**src/logic/ccf_map.vh**
```
/*
  Frame layout, command codes and field encodings for the channel two and
  three setup frame decoder. Assumes inclusion by bare name from logic/.
*/
`ifndef CCF_MAP_VH
`define CCF_MAP_VH
`define CCF_CMD_HI 31
`define CCF_CMD_LO 28
`define CCF_CMD_CH2 4'h2
`define CCF_CMD_CH3 4'h3
`define CCF_CMD_CH4 4'h4
`define CCF_RD_ONLY 27
`define CCF_B26 26
`define CCF_B25 25
`define CCF_B24 24
`define CCF_TDIAG_HI 23
`define CCF_TDIAG_LO 22
`define CCF_OC_READ 21
`define CCF_OC_HI 20
`define CCF_OC_LO 15
`define CCF_TCOMP_HI 14
`define CCF_TCOMP_LO 13
`define CCF_BCOMP 12
`define CCF_BLANK_HI 11
`define CCF_BLANK_LO 9
`define CCF_PROT 8
`define CCF_SHUNT 7
`define CCF_OLCUR 6
`define CCF_GCC_HI 5
`define CCF_GCC_LO 4
`define CCF_NP 3
`define CCF_LSHS 2
`define CCF_EN 1
`define CCF_PAR 0
`define CCF_CFG_W 26
`define CCF_CFG_RST 26'h0000000
`define CCF_GCC_EXT 2'h0
`define CCF_GCC_20MA 2'h1
`define CCF_GCC_5MA 2'h2
`define CCF_GCC_1MA 2'h3
`define CCF_TCOMP_OFF 2'h0
`endif

```
**src/logic/ccf_frames.v**
```verilog
/*
  Channel two and three setup frame decoder and holder.
  Assumes a deserialised frame arrives as a one-cycle strobe in clk domain.
  Bridge enable and timer-extension come from neighbouring frame logic.
*/
// Contract
// - Bits 31..28 carry command code 2,3,4.
// - Bit 27 zero writes, one only reads back.
// - Channel two bits 26..25 choose bridge off time.
// - Channel two bit 24 picks compensation factor.
// - Diagnostic timer ignored when bridge extends timers.
// - Bit 21 picks fixed or actual threshold readback.
// - Bits 20..15 hold overcurrent threshold code.
// - Bits 14..13 choose temperature compensation.
// - Bit 12 enables supply voltage compensation.
// - Bits 11..9 choose blanking time.
// - Bit 8 chooses re-engagement after overcurrent.
// - Bridge mode forces re-engagement after readout.
// - Bit 7 picks drain-source or shunt sensing.
// - Bit 6 picks open-load regulator current.
// - Bits 5..4 choose gate current.
// - Bit 2 low/high side, bit 3 N/P.
// - Bit 1 enables the channel output.
// - Bit 0 is odd parity over frame.
// - Channel three bit 26 enables bridge limiting when bit 7 picks shunt.
// - Channel three bit 25 selects active freewheel.
// - Channel three bit 24 picks gate boost mode.
// - Channel four bridge bit combines channels one-four.
// - Extended timer copies channel one timer.
`timescale 1ns/1ps
`include "ccf_map.vh"
module ccf_frames
(
   input wire clk, // 25 MHz clock
   input wire rst_n, // Asynchronous reset, active low
   input wire frame_valid, // One-cycle strobe of a received frame
   input wire [31:0] frame_in, // Received frame
   input wire bridge_one_enable, // Bridge one configured
   input wire bridge_one_timer_extension, // Bridge timer-extension selection
   input wire [1:0] ch1_tdiag, // Channel one diagnostic timer code
   input wire overcurrent_ch2, // Overcurrent seen on channel two
   input wire overcurrent_ch3, // Overcurrent seen on channel three
   input wire diag_read_done, // Diagnostics were read out
   input wire [5:0] actual_threshold_ch2, // Compensated threshold of channel two
   input wire [5:0] actual_threshold_ch3, // Compensated threshold of channel three
   output reg reply_valid, // One-cycle strobe of a reply frame
   output reg [31:0] reply_frame, // Readback frame
   output reg parity_error, // Last frame failed parity
   output reg ch4_frame_seen, // One-cycle strobe: channel four frame passed on
   output reg [1:0] bridge_one_limit_off_time, // Off time code
   output reg supply_comp_factor_select, // 0 passenger, 1 commercial factor
   output reg [1:0] tdiag_eff_ch2, // Effective diagnostic timer channel two
   output reg [1:0] tdiag_eff_ch3, // Effective diagnostic timer channel three
   output reg [5:0] overcurrent_threshold_code_ch2, // Threshold code channel two
   output reg [5:0] overcurrent_threshold_code_ch3, // Threshold code channel three
   output reg [1:0] thermal_threshold_compensation_ch2, // Thermal comp channel two
   output reg [1:0] thermal_threshold_compensation_ch3, // Thermal comp channel three
   output reg supply_threshold_compensation_ch2, // Supply comp channel two
   output reg supply_threshold_compensation_ch3, // Supply comp channel three
   output reg [2:0] overcurrent_blanking_time_ch2, // Blanking code channel two
   output reg [2:0] overcurrent_blanking_time_ch3, // Blanking code channel three
   output reg [1:0] overcurrent_sense_method, // Bit per channel, 1 shunt
   output reg [1:0] open_load_current_high, // Bit per channel, 1 mA capability
   output reg [1:0] gate_current_ch2, // Gate current code in use channel two
   output reg [1:0] gate_current_ch3, // Gate current code in use channel three
   output reg [1:0] high_side, // Bit per channel, 1 high side
   output reg [1:0] p_channel, // Bit per channel, 1 P-channel
   output reg [1:0] output_on, // Bit per channel, output running
   output reg bridge_one_current_limit_enable, // Limiting active
   output reg bridge_one_active_freewheel, // Active freewheel
   output reg gate_current_boost_mode // 0 selective, 1 global override
);
   // ==========================================================
   // Reset release
   // ==========================================================
   reg rst_m;
   reg rst_s;
   always @(posedge clk or negedge rst_n)
   begin
      if (!rst_n)
      begin
         rst_m <= 1'b0;
         rst_s <= 1'b0;
      end
      else
      begin
         rst_m <= 1'b1;
         rst_s <= rst_m;
      end
   end

   // ==========================================================
   // Frame decode
   // ==========================================================
   wire par_bit_in;
   wire par_ok;
   wire [31:0] reply_raw;
   wire reply_par;
   wire [3:0] cmd = frame_in[`CCF_CMD_HI:`CCF_CMD_LO];
   wire is_ch2 = (cmd == `CCF_CMD_CH2);
   wire is_ch3 = (cmd == `CCF_CMD_CH3);
   wire is_ch4 = (cmd == `CCF_CMD_CH4);
   wire do_write = frame_valid && par_ok && !frame_in[`CCF_RD_ONLY];

   ccf_parity u_par_in
   (
      .frame(frame_in),
      .par_bit(par_bit_in),
      .par_ok(par_ok)
   );

   // Stored configuration, bits 26..1 of each frame, index 0 = ch2, 1 = ch3.
   reg [`CCF_CFG_W-1:0] cfg [0:1];

   // ==========================================================
   // Per-channel storage and derived controls
   // ==========================================================
   // Latched overcurrent shutdown, cleared by re-engagement.
   reg [1:0] oc_latched;
   reg [1:0] readout_seen;
   reg [1:0] sw_prev;
   reg [1:0] gate_boosted [0:1];
   wire [1:0] oc_in = {overcurrent_ch3, overcurrent_ch2};

   // Gate current stepped up on overcurrent; codes 00 and 01 are left alone.
   function [1:0] boost_gcc;
      input [1:0] code;
      input glob;
      begin
         boost_gcc = code;
         if (code == `CCF_GCC_1MA)
            boost_gcc = glob ? `CCF_GCC_20MA : `CCF_GCC_5MA;
         else if (code == `CCF_GCC_5MA)
            boost_gcc = `CCF_GCC_20MA;
      end
   endfunction

   genvar i;
   generate
      for (i = 0; i < 2; i = i + 1)
      begin : g_ch
         wire sel = (i == 0) ? is_ch2 : is_ch3;
         wire en = cfg[i][`CCF_EN-1];
         // Bridge mode always behaves as re-engage after readout.
         wire need_read = cfg[i][`CCF_PROT-1] | bridge_one_enable;
         always @(posedge clk or negedge rst_n)
         begin
            if (!rst_n)
            begin
               cfg[i] <= `CCF_CFG_RST;
               oc_latched[i] <= 1'b0;
               readout_seen[i] <= 1'b0;
               sw_prev[i] <= 1'b0;
            end
            else if (!rst_s)
            begin
               cfg[i] <= `CCF_CFG_RST;
               oc_latched[i] <= 1'b0;
               readout_seen[i] <= 1'b0;
               sw_prev[i] <= 1'b0;
            end
            else
            begin
               if (do_write && sel)
                  cfg[i] <= frame_in[`CCF_RD_ONLY-1:1];
               sw_prev[i] <= en;
               // A new overcurrent wins over any re-engagement in the same cycle.
               if (oc_in[i])
               begin
                  oc_latched[i] <= 1'b1;
                  readout_seen[i] <= 1'b0;
               end
               else if (oc_latched[i])
               begin
                  if (diag_read_done)
                     readout_seen[i] <= 1'b1;
                  if ((en != sw_prev[i]) && (!need_read || readout_seen[i]))
                     oc_latched[i] <= 1'b0;
               end
            end
         end
         always @(posedge clk or negedge rst_n)
         begin
            if (!rst_n)
               gate_boosted[i] <= `CCF_GCC_EXT;
            else
               gate_boosted[i] <= oc_in[i] ?
                  boost_gcc(cfg[i][`CCF_GCC_HI-1:`CCF_GCC_LO-1], cfg[1][`CCF_B24-1]) :
                  cfg[i][`CCF_GCC_HI-1:`CCF_GCC_LO-1];
         end
      end
   endgenerate

   // ==========================================================
   // Readback frame
   // ==========================================================
   wire [0:0] rsel = is_ch3 ? 1'b1 : 1'b0;
   wire [5:0] act_thr = is_ch3 ? actual_threshold_ch3 : actual_threshold_ch2;
   wire [`CCF_CFG_W-1:0] rcfg = cfg[rsel];
   // Threshold field reports compensated value when asked to.
   wire [5:0] thr_rb = rcfg[`CCF_OC_READ-1] ? act_thr : rcfg[`CCF_OC_HI-1:`CCF_OC_LO-1];
   assign reply_raw = {cmd, frame_in[`CCF_RD_ONLY], rcfg[`CCF_CFG_W-1:`CCF_OC_HI],
                       thr_rb, rcfg[`CCF_OC_LO-2:0], 1'b0};

   ccf_parity u_par_out
   (
      .frame(reply_raw),
      .par_bit(reply_par),
      .par_ok()
   );

   always @(posedge clk or negedge rst_n)
   begin
      if (!rst_n)
      begin
         reply_valid <= 1'b0;
         reply_frame <= 32'h00000000;
         parity_error <= 1'b0;
         ch4_frame_seen <= 1'b0;
      end
      else if (!rst_s)
      begin
         reply_valid <= 1'b0;
         reply_frame <= 32'h00000000;
         parity_error <= 1'b0;
         ch4_frame_seen <= 1'b0;
      end
      else
      begin
         reply_valid <= frame_valid && par_ok && (is_ch2 || is_ch3);
         if (frame_valid && par_ok && (is_ch2 || is_ch3))
            reply_frame <= {reply_raw[31:1], reply_par};
         if (frame_valid)
            parity_error <= !par_ok;
         ch4_frame_seen <= frame_valid && par_ok && is_ch4;
      end
   end

   // ==========================================================
   // Registered control outputs
   // ==========================================================
   // With bridge one on and timer extension low, channel one's code goes to the other bridge legs.
   wire ext = bridge_one_enable && !bridge_one_timer_extension;

   // ==========================================================
   // Bridge one controls
   // ==========================================================
   // Bridge-wide fields live in their own process so that a change to the
   // bridge behaviour never touches the per-channel decode below.
   always @(posedge clk or negedge rst_n)
   begin
      if (!rst_n)
      begin
         bridge_one_limit_off_time <= 2'h0;
         supply_comp_factor_select <= 1'b0;
         bridge_one_current_limit_enable <= 1'b0;
         bridge_one_active_freewheel <= 1'b0;
         gate_current_boost_mode <= 1'b0;
      end
      else
      begin
         bridge_one_limit_off_time <= cfg[0][`CCF_B26-1:`CCF_B25-1];
         // Polarity follows the field's own printed encoding: one is commercial.
         supply_comp_factor_select <= cfg[0][`CCF_B24-1];
         // Limiting only makes sense with shunt measurement on channel three.
         bridge_one_current_limit_enable <= cfg[1][`CCF_B26-1] & cfg[1][`CCF_SHUNT-1];
         bridge_one_active_freewheel <= cfg[1][`CCF_B25-1];
         gate_current_boost_mode <= cfg[1][`CCF_B24-1];
      end
   end

   // ==========================================================
   // Channel two fields
   // ==========================================================
   always @(posedge clk or negedge rst_n)
   begin
      if (!rst_n)
      begin
         tdiag_eff_ch2 <= 2'h0;
         overcurrent_threshold_code_ch2 <= 6'h00;
         thermal_threshold_compensation_ch2 <= `CCF_TCOMP_OFF;
         supply_threshold_compensation_ch2 <= 1'b0;
         overcurrent_blanking_time_ch2 <= 3'h0;
         gate_current_ch2 <= `CCF_GCC_EXT;
      end
      else
      begin
         tdiag_eff_ch2 <= ext ? ch1_tdiag : cfg[0][`CCF_TDIAG_HI-1:`CCF_TDIAG_LO-1];
         overcurrent_threshold_code_ch2 <= cfg[0][`CCF_OC_HI-1:`CCF_OC_LO-1];
         thermal_threshold_compensation_ch2 <= cfg[0][`CCF_TCOMP_HI-1:`CCF_TCOMP_LO-1];
         supply_threshold_compensation_ch2 <= cfg[0][`CCF_BCOMP-1];
         overcurrent_blanking_time_ch2 <= cfg[0][`CCF_BLANK_HI-1:`CCF_BLANK_LO-1];
         // The gate code passes two flops, so it trails the other fields by a cycle.
         gate_current_ch2 <= gate_boosted[0];
      end
   end

   // ==========================================================
   // Channel three fields
   // ==========================================================
   always @(posedge clk or negedge rst_n)
   begin
      if (!rst_n)
      begin
         tdiag_eff_ch3 <= 2'h0;
         overcurrent_threshold_code_ch3 <= 6'h00;
         thermal_threshold_compensation_ch3 <= `CCF_TCOMP_OFF;
         supply_threshold_compensation_ch3 <= 1'b0;
         overcurrent_blanking_time_ch3 <= 3'h0;
         gate_current_ch3 <= `CCF_GCC_EXT;
      end
      else
      begin
         tdiag_eff_ch3 <= ext ? ch1_tdiag : cfg[1][`CCF_TDIAG_HI-1:`CCF_TDIAG_LO-1];
         overcurrent_threshold_code_ch3 <= cfg[1][`CCF_OC_HI-1:`CCF_OC_LO-1];
         thermal_threshold_compensation_ch3 <= cfg[1][`CCF_TCOMP_HI-1:`CCF_TCOMP_LO-1];
         supply_threshold_compensation_ch3 <= cfg[1][`CCF_BCOMP-1];
         overcurrent_blanking_time_ch3 <= cfg[1][`CCF_BLANK_HI-1:`CCF_BLANK_LO-1];
         gate_current_ch3 <= gate_boosted[1];
      end
   end

   // ==========================================================
   // Per-channel bit vectors
   // ==========================================================
   // Bit 0 of each vector is channel two and bit 1 is channel three.
   always @(posedge clk or negedge rst_n)
   begin
      if (!rst_n)
      begin
         overcurrent_sense_method <= 2'h0;
         open_load_current_high <= 2'h0;
         high_side <= 2'h0;
         p_channel <= 2'h0;
         output_on <= 2'h0;
      end
      else
      begin
         overcurrent_sense_method <= {cfg[1][`CCF_SHUNT-1], cfg[0][`CCF_SHUNT-1]};
         open_load_current_high <= {cfg[1][`CCF_OLCUR-1], cfg[0][`CCF_OLCUR-1]};
         high_side <= {cfg[1][`CCF_LSHS-1], cfg[0][`CCF_LSHS-1]};
         // The P-channel choice only means something on a high-side channel.
         p_channel <= {cfg[1][`CCF_NP-1] & cfg[1][`CCF_LSHS-1],
                       cfg[0][`CCF_NP-1] & cfg[0][`CCF_LSHS-1]};
         output_on <= {cfg[1][`CCF_EN-1] & ~oc_latched[1],
                       cfg[0][`CCF_EN-1] & ~oc_latched[0]};
      end
   end
endmodule // ccf_frames

```
**src/logic/ccf_parity.v**
```verilog
/*
  Odd parity generator and checker over a 32-bit frame.
  Assumes the frame bit 0 carries the parity bit.
*/
`timescale 1ns/1ps
`include "ccf_map.vh"
module ccf_parity
(
   input wire [31:0] frame, // Frame under test
   output wire par_bit, // Parity bit the frame should carry
   output wire par_ok // Frame carries the right parity bit
);
   // One when the count of ones in bits 31..1 is even.
   assign par_bit = ~(^frame[31:1]);
   assign par_ok = (frame[`CCF_PAR] == par_bit);
endmodule // ccf_parity

```
**config.mk**
```make
export PLATFORM = sky130hd
export DESIGN_NAME = ccf_frames
export DESIGN_NICKNAME = d
export VERILOG_FILES = /design/src/logic/ccf_frames.v /design/src/logic/ccf_parity.v
export VERILOG_INCLUDE_DIRS = /design/src /design/src/logic
export SDC_FILE = /design/constraint.sdc
export NUM_CORES = 1
export LEC_CHECK = 0
export BUFFER_PORTS_ARGS = -buffer_cell sky130_fd_sc_hd__buf_4
export CORE_MARGIN = 2
export CORE_UTILIZATION = 40
export DETAILED_ROUTE_END_ITERATION = 7
export MAX_ROUTING_LAYER = met4
export PLACE_DENSITY = 0.6
export SKIP_CTS_REPAIR_TIMING = 1
export SYNTH_ARGS = -nofsm -noshare
export SYNTH_HDL_FRONTEND = slang
export SYNTH_SLANG_ARGS = --single-unit
```
**constraint.sdc**
```tcl
create_clock -name clk -period 3.3 [get_ports clk]
set_clock_uncertainty 0.2 [all_clocks]
set_input_delay 0.33 -clock clk [delete_from_list [all_inputs] [get_ports clk]]
set_output_delay 0.33 -clock clk [all_outputs]
set_load 0.03 [all_outputs]
```
# --- Yosys cells after proc, flatten, opt, wreduce, memory -nomap -nowiden ---
# Cells that the tools add are included.
totals:
  register_bits: 147
  out_inout_bits: 83
  word_cells: 132
op_classes:
  order_cmp: 1
  eq_ne: 18
  mux: 42
  n_bitwise: 12
  reduce_logical: 21
ops:
  columns: ["cell", "n"]
  rows:
  - ["$mux W26", 7]
  - ["$mux W32", 2]
  - ["$reduce_xor A31 Y1", 2]
  - ["$mux W1", 22]
  - ["$mux W2", 9]
  - ["$mux W6", 2]
  - ["$logic_and A1 B1 Y1", 9]
  - ["$eq A2 B2 Y1 const B", 4]
  - ["$eq A4 B2 Y1 const B", 2]
  - ["$ne A2 B1 Y1 const B", 3]
  - ["$ne A3 B2 Y1 const B", 2]
  - ["$ne A3 B3 Y1 const B", 2]
  - ["$and A1 B1 Y1", 5]
  - ["$logic_not A1 Y1", 5]
  - ["$eq A4 B3 Y1 const B", 1]
  - ["$not A1 Y1", 4]
  - ["$reduce_and A2 Y1", 2]
  - ["$logic_or A1 B1 Y1", 3]
  - ["$ge A2 B2 Y1 const B", 1]
  - ["$ne A1 B1 Y1", 2]
  - ["$ne A2 B2 Y1 const B", 1]
  - ["$not A1 Y2", 1]
  - ["$or A1 B1 Y1", 2]
  - ["$eq A1 B1 Y1", 1]

# --- Depth between registers and ports, before layout ---
depth:
  depth_word: 11
  ltp_mapped: 10

# --- Modules after synthesis ---
# Synthesis repeated with hierarchy kept, for this count alone.
hier_totals:
  cells_unflattened: 572
  area_unflattened_um2: 6606.3
modules_own_cells:
  columns: ["mod", "instances", "cells_each", "area_each_um2", "seq_area_each_um2"]
  rows:
  - ["ccf_frames", 1, 518, 6005.8, 3678.5]
  - ["ccf_parity", 2, 27, 300.3, 0.0]

# --- Least setup slack after synthesis ---
# No wires, ideal clock.
synth_path:
  kind: "input to register"
  start: "in frame_in[28]"
  end: "reg cfg[20] in the netlist's numbering"
  setup_ns: 0.121
  arrival_time_ns: 2.332
  required_ns: 2.979
  setup_slack_ns: 0.647
  cell_stages: 10
  path_buffers: 3
  cell_sequence: "buf_2 xnor2_1 xnor2_1 xnor2_1 xnor3_1 xor2_1 buf_2 o21a_1 buf_2 a22o_1"
synth_via:
  elab_chain_cells: 7
synth_rtl:
  columns: ["item", "line", "text"]
  rows:
  - ["from (decl)", "ccf_frames.v:37", "input wire [31:0] frame_in,"]
  - ["$reduce_xor A31 Y1", "ccf_parity.v:14", "assign par_bit = ~(^frame[31:1]);"]
  - ["$not A1 Y1", "ccf_parity.v:14", null]
  - ["$eq A1 B1 Y1", "ccf_parity.v:15", "assign par_ok = (frame[`CCF_PAR] == par_bit);"]
  - ["$logic_and A1 B1 Y1 (2 in series)", "ccf_frames.v:103", "wire do_write = frame_valid && par_ok && !frame_in[`CCF_RD_ONLY];"]
  - ["$logic_and A1 B1 Y1 *", "ccf_frames.v:164", "if (do_write && sel)"]
  - ["$ne A2 B1 Y1 (no source line) *", null, null]
  - ["to (signal, indexed assignment)", "ccf_frames.v:150", "cfg[i] <= `CCF_CFG_RST;"]
  - ["to (signal, indexed assignment)", "ccf_frames.v:157", "cfg[i] <= `CCF_CFG_RST;"]
  - ["to (signal, indexed assignment)", "ccf_frames.v:165", "cfg[i] <= frame_in[`CCF_RD_ONLY-1:1];"]
  - ["to (decl)", "ccf_frames.v:113", "reg [`CCF_CFG_W-1:0] cfg [0:1];"]
# Mark *: on every way between the ends. The rest lies on a longest branch, timed or not.
# A chain may end at the register's enable or synchronous reset.

# --- Worst setup path after layout ---
layout_path:
  start: "in frame_in[4]"
  end: "reg cfg[7] in the netlist's numbering"
layout_via:
  elab_chain_cells: 7
layout_rtl:
  columns: ["item", "line"]
  rows:
  - ["$reduce_xor A31 Y1", "ccf_parity.v:14"]
  - ["$not A1 Y1", "ccf_parity.v:14"]
  - ["$eq A1 B1 Y1", "ccf_parity.v:15"]
  - ["$logic_and A1 B1 Y1 (2 in series)", "ccf_frames.v:103"]
  - ["$logic_and A1 B1 Y1", "ccf_frames.v:164"]
  - ["$ne A2 B1 Y1 (no source line)", null]
# No other way between the ends.

==> Flow_metrics.wiki <==
{| class="wikitable"
! Metric !! Value
|-
| Num rows || 45
|-
| Average wire per cell in the routed design || 20.16 um
|-
| Internal Pwr Total || 3623 uW
|-
| Height of the chip || 129.4 um
|-
| Register area share after synthesis || 58.44%
|-
| Final setup TNS || 0 ns
|-
| Per-instance average area after synthesis || 12.20 um2
|-
| Leftover overflow at the end of global routing || 0
|-
| Max rail drop VDD || about 0.44 mV
|-
| Final hold slack || -0.02411 ns
|-
| NetSw || between 1500 and 2000 uW
|-
| Status || finished with violations
|-
| Floorplan Core Area || 15310 um2
|-
| Global-route wire length before repair || 27660 um
|-
| Area Growth Syn to Fin || 36.06%
|-
| List of most frequent post-synthesis cells || dfrtp_1, xnor2_1, mux2i_1
|-
| Required time of the critical path || 3.47 ns
|-
| Routed Wire Length || 18350 um
|-
| CTS tree || yes
|-
| Flop and latch count out of synthesis || 147
|-
| Launch point of the worst reg-to-reg path || cfg[20]$_DFFE_PN0P_
|-
| Warnings, synthesis || 0
|-
| RSZ-0062 raised after global routing || no
|-
| GR Util All Layers || 22.88%
|-
| Insertion delay of the later-clocked pin in the worst-skew pair || 0.43 ns
|-
| Fin nets || 741
|-
| Starting Density || 41.10%
|-
| Setup CP Type || in -> reg
|-
| Layout cell share with drive strength beyond 1 || 26.90%
|-
| Worst relative slew slack || 24.57%
|-
| Async S/R FF share, synth || 100.0%
|-
| Routed vias/inst || 5.347
|-
| Placer Congestion || 0.8538
|-
| Switching share of power || 29.74%
|-
| Level count of the clock H-tree || 4
|-
| Kind of path behind the tightest hold check || in -> reg
|-
| Delay of the slowest cell on the worst path || 0.92 ns
|-
| Synthesized netlist net count || 570
|-
| CTS clk-pin slew, worst paths || 0.06 ns
|-
| Clock buffer depth || 2
|-
| Maximum achievable frequency || 333.6 MHz
|-
| Final setup violation count || 0
|-
| Number of hold violations in the final report || 9
|-
| WP data arrival || about 3.2 ns
|-
| Antenna-violating nets left || 0
|-
| Number of distinct library cells after synthesis || 34
|-
| Antenna violations before repair || 0
|-
| Critical path endpoint category || register
|-
| Die outline area || 16760 um2
|-
| Ys flop type || dfrtp_1
|-
| Half-perimeter wire length of the detailed placement result || 11890 um
|-
| Failing checks || negative hold slack
|-
| Leakage || 0.004136 uW
|-
| Synthesized area || 6295 um2
|-
| Count of antenna diodes in the layout || 0
|-
| Count leader, synth || dfrtp_1
|-
| Number of violations of the max-capacitance limit || 0
|-
| Crit. Startpoint || frame_in[4]
|-
| Detailed Routing Iterations Pass 1 || 5
|-
| Horiz. Die Dim || between 100 and 150 um
|-
| Residual DRC count || 0
|-
| Total power divided by cell area || 602.0 nW/um2
|-
| Largest fanout of any net on the critical path || 25
|-
| Final worst-path cycle share || around nine tenths
|-
| Num Clock Sinks || roughly 150
|-
| Maximum number of pins on one net before global-route repair || 87
|-
| Count of mapped cells out of synthesis || 516
|-
| Sequential group share of total power || 36.3%
|-
| Slew Limit Fails || 0
|-
| Number of DRC violations after detailed-routing iteration 0 || 309
|-
| Count of boundary I/O pins || 137
|-
| Via total after detailed routing || 4866
|-
| Number of port buffers || 136
|-
| Post-synth EDFFs || 0
|-
| Startpoint Class || primary input
|-
| Crit-path cells || dlygate4sd3_1 -> buf_4 -> xor2_1 -> xnor2_1 -> xnor2_1 -> xor2_2 -> nor3_4 -> a22o_1
|-
| Synth area leader || dfrtp_1
|-
| Worst-margin pin slew || 1.128 ns
|-
| Part of the power in the clock network || 42.7%
|-
| Root cell of the clock tree || clkbuf_16
|-
| Synth area leaders || dfrtp_1, xnor2_1, mux2i_1, a22o_1, o2bb2ai_1
|-
| Top-area cell type share of the netlist area || around 58%
|-
| Clock buffers created by TritonCTS || 17
|-
| Time the final worst path needs with I/O delays and setup || 2.997 ns
|-
| Hold Startpoint || frame_in[18]
|-
| Vias in the first global route || 4780
|-
| Top cell by count, worst path || xnor2_1
|-
| Part of the total power dissipated in combinational logic || 21.1%
|-
| Worst-path cell with the longest stage delay || nor3_4
|}
==> metal layers <==
metal	share of wire (%)	wire, um	global-route usage, %
met5	0	0	-
met4	1.4	265	7.211
met3	6.1	1112	4.748
met2	48	8773	34.49
met1	45	8195	31.27
==> path summary, 6_finish.rpt <==
path / depth (start not counted) / slack (ns) / to
min in group asynchronous: 2 / 0.34 / reply_frame[30]$_DFFE_PN0P_
max in group asynchronous: 3 / 1.72 / cfg[8]$_DFFE_PN0P_
setup reg to reg: 6 / 0.71 / reply_frame[0]$_DFFE_PN0P_
hold reg to reg: 0 / 0.15 / gate_current_ch2[0]$_DFF_PN0_
setup / recovery: 8 / 0.30 / cfg[7]$_DFFE_PN0P_
hold / removal: 2 / -0.02 / cfg[17]$_DFFE_PN0P_
==> cells in the final DEF, fill, tap and decap left out, types with 3 or more instances in the layout <==
| cell type | synthesis | routed |
|---|---|---|
| inv_1 | 4 | 4 |
| mux2i_1 | 40 | 40 |
| and2_1 | 8 | 8 |
| a22o_1 | 27 | 27 |
| clkinvlp_4 | 0 | 3 |
| nor2b_1 | 5 | 5 |
| nand4_1 | 25 | 25 |
| a21oi_1 | 35 | 34 |
| nand2_1 | 27 | 27 |
| nor2_1 | 8 | 7 |
| bufinv_16 | 0 | 6 |
| a32o_1 | 6 | 6 |
| xnor2_1 | 64 | 63 |
| o2bb2ai_1 | 21 | 21 |
| clkbuf_16 | 0 | 17 |
| o21a_1 | 3 | 3 |
| buf_4 | 1 | 150 |
| dfrtp_1 | 147 | 147 |
| xor2_1 | 18 | 17 |
| dlygate4sd3_1 | 0 | 32 |
| o21ai_0 | 29 | 29 |
==> stage by stage <==
stage,worst slack [ns],util (%),instance area [um2],instances,total power [uW]
after floorplan,0.6472,-,6295,516,2510
after global placement,0.08611,49.46,7575,847,2929
after detailed placement,0.03496,49.46,7575,847,2940
after CTS,0.4620,53.83,8244,878,5137
after global routing,0.1067,55.92,8564,910,5345
final,0.3026,55.92,8564,910,5156
==> state kept, by name, summed over array words and instances, names as in the netlist, 3 cells and up <==
register,cells
overcurrent_blanking_time_ch2,3
overcurrent_threshold_code_ch2,6
reply_frame,32
overcurrent_blanking_time_ch3,3
gate_boosted,4
cfg,52
overcurrent_threshold_code_ch3,6
==> cells by family (layout without fill, tap and decap cells) <==
group,after synthesis,after routing,share of synthesized area (%)
multiplexers,40,40,6.361
AO/OA/AOI/OAI,124,124,13.40
other,1,1,0.05957
XOR/XNOR,84,84,12.12
flip-flops,147,147,58.44
AND/OR/NAND/NOR,84,84,7.057
buffers and inverters,36,219,2.564
==> area by class of cell <==
cell class / count / area, um2
Clock inverter: 13 / 230.2
Clock buffer: 18 / 439.2
Multi-Input combinational cell: 333 / 2476
Tap cell: 211 / 264.0
Sequential cell: 147 / 3679
Timing Repair Buffer: 183 / 1458
Fill cell: 1331 / 6750
Inverter: 5 / 18.77
==> critical path, delay by kind of cell <==
kind / cells / cell delay, ns
AND/OR/NAND/NOR: 1 / 0.92
XOR/XNOR: 4 / 0.93
buffers and inverters: 2 / 0.69
AO/OA/AOI/OAI: 1 / 0.28
==> power groups by stage <==
stage / Clock, uW / Combinational [uW] / Sequential (uW)
6_report: 2200 / 1090 / 1870
2_1_floorplan: 0 / 578 / 1930
4_1_cts: 2230 / 1040 / 1870
5_1_grt: 2310 / 1160 / 1870
3_5_place_dp: 0 / 1040 / 1900
3_3_place_gp: 0 / 1030 / 1900
Note: power is estimated with default switching activity, not from simulation.
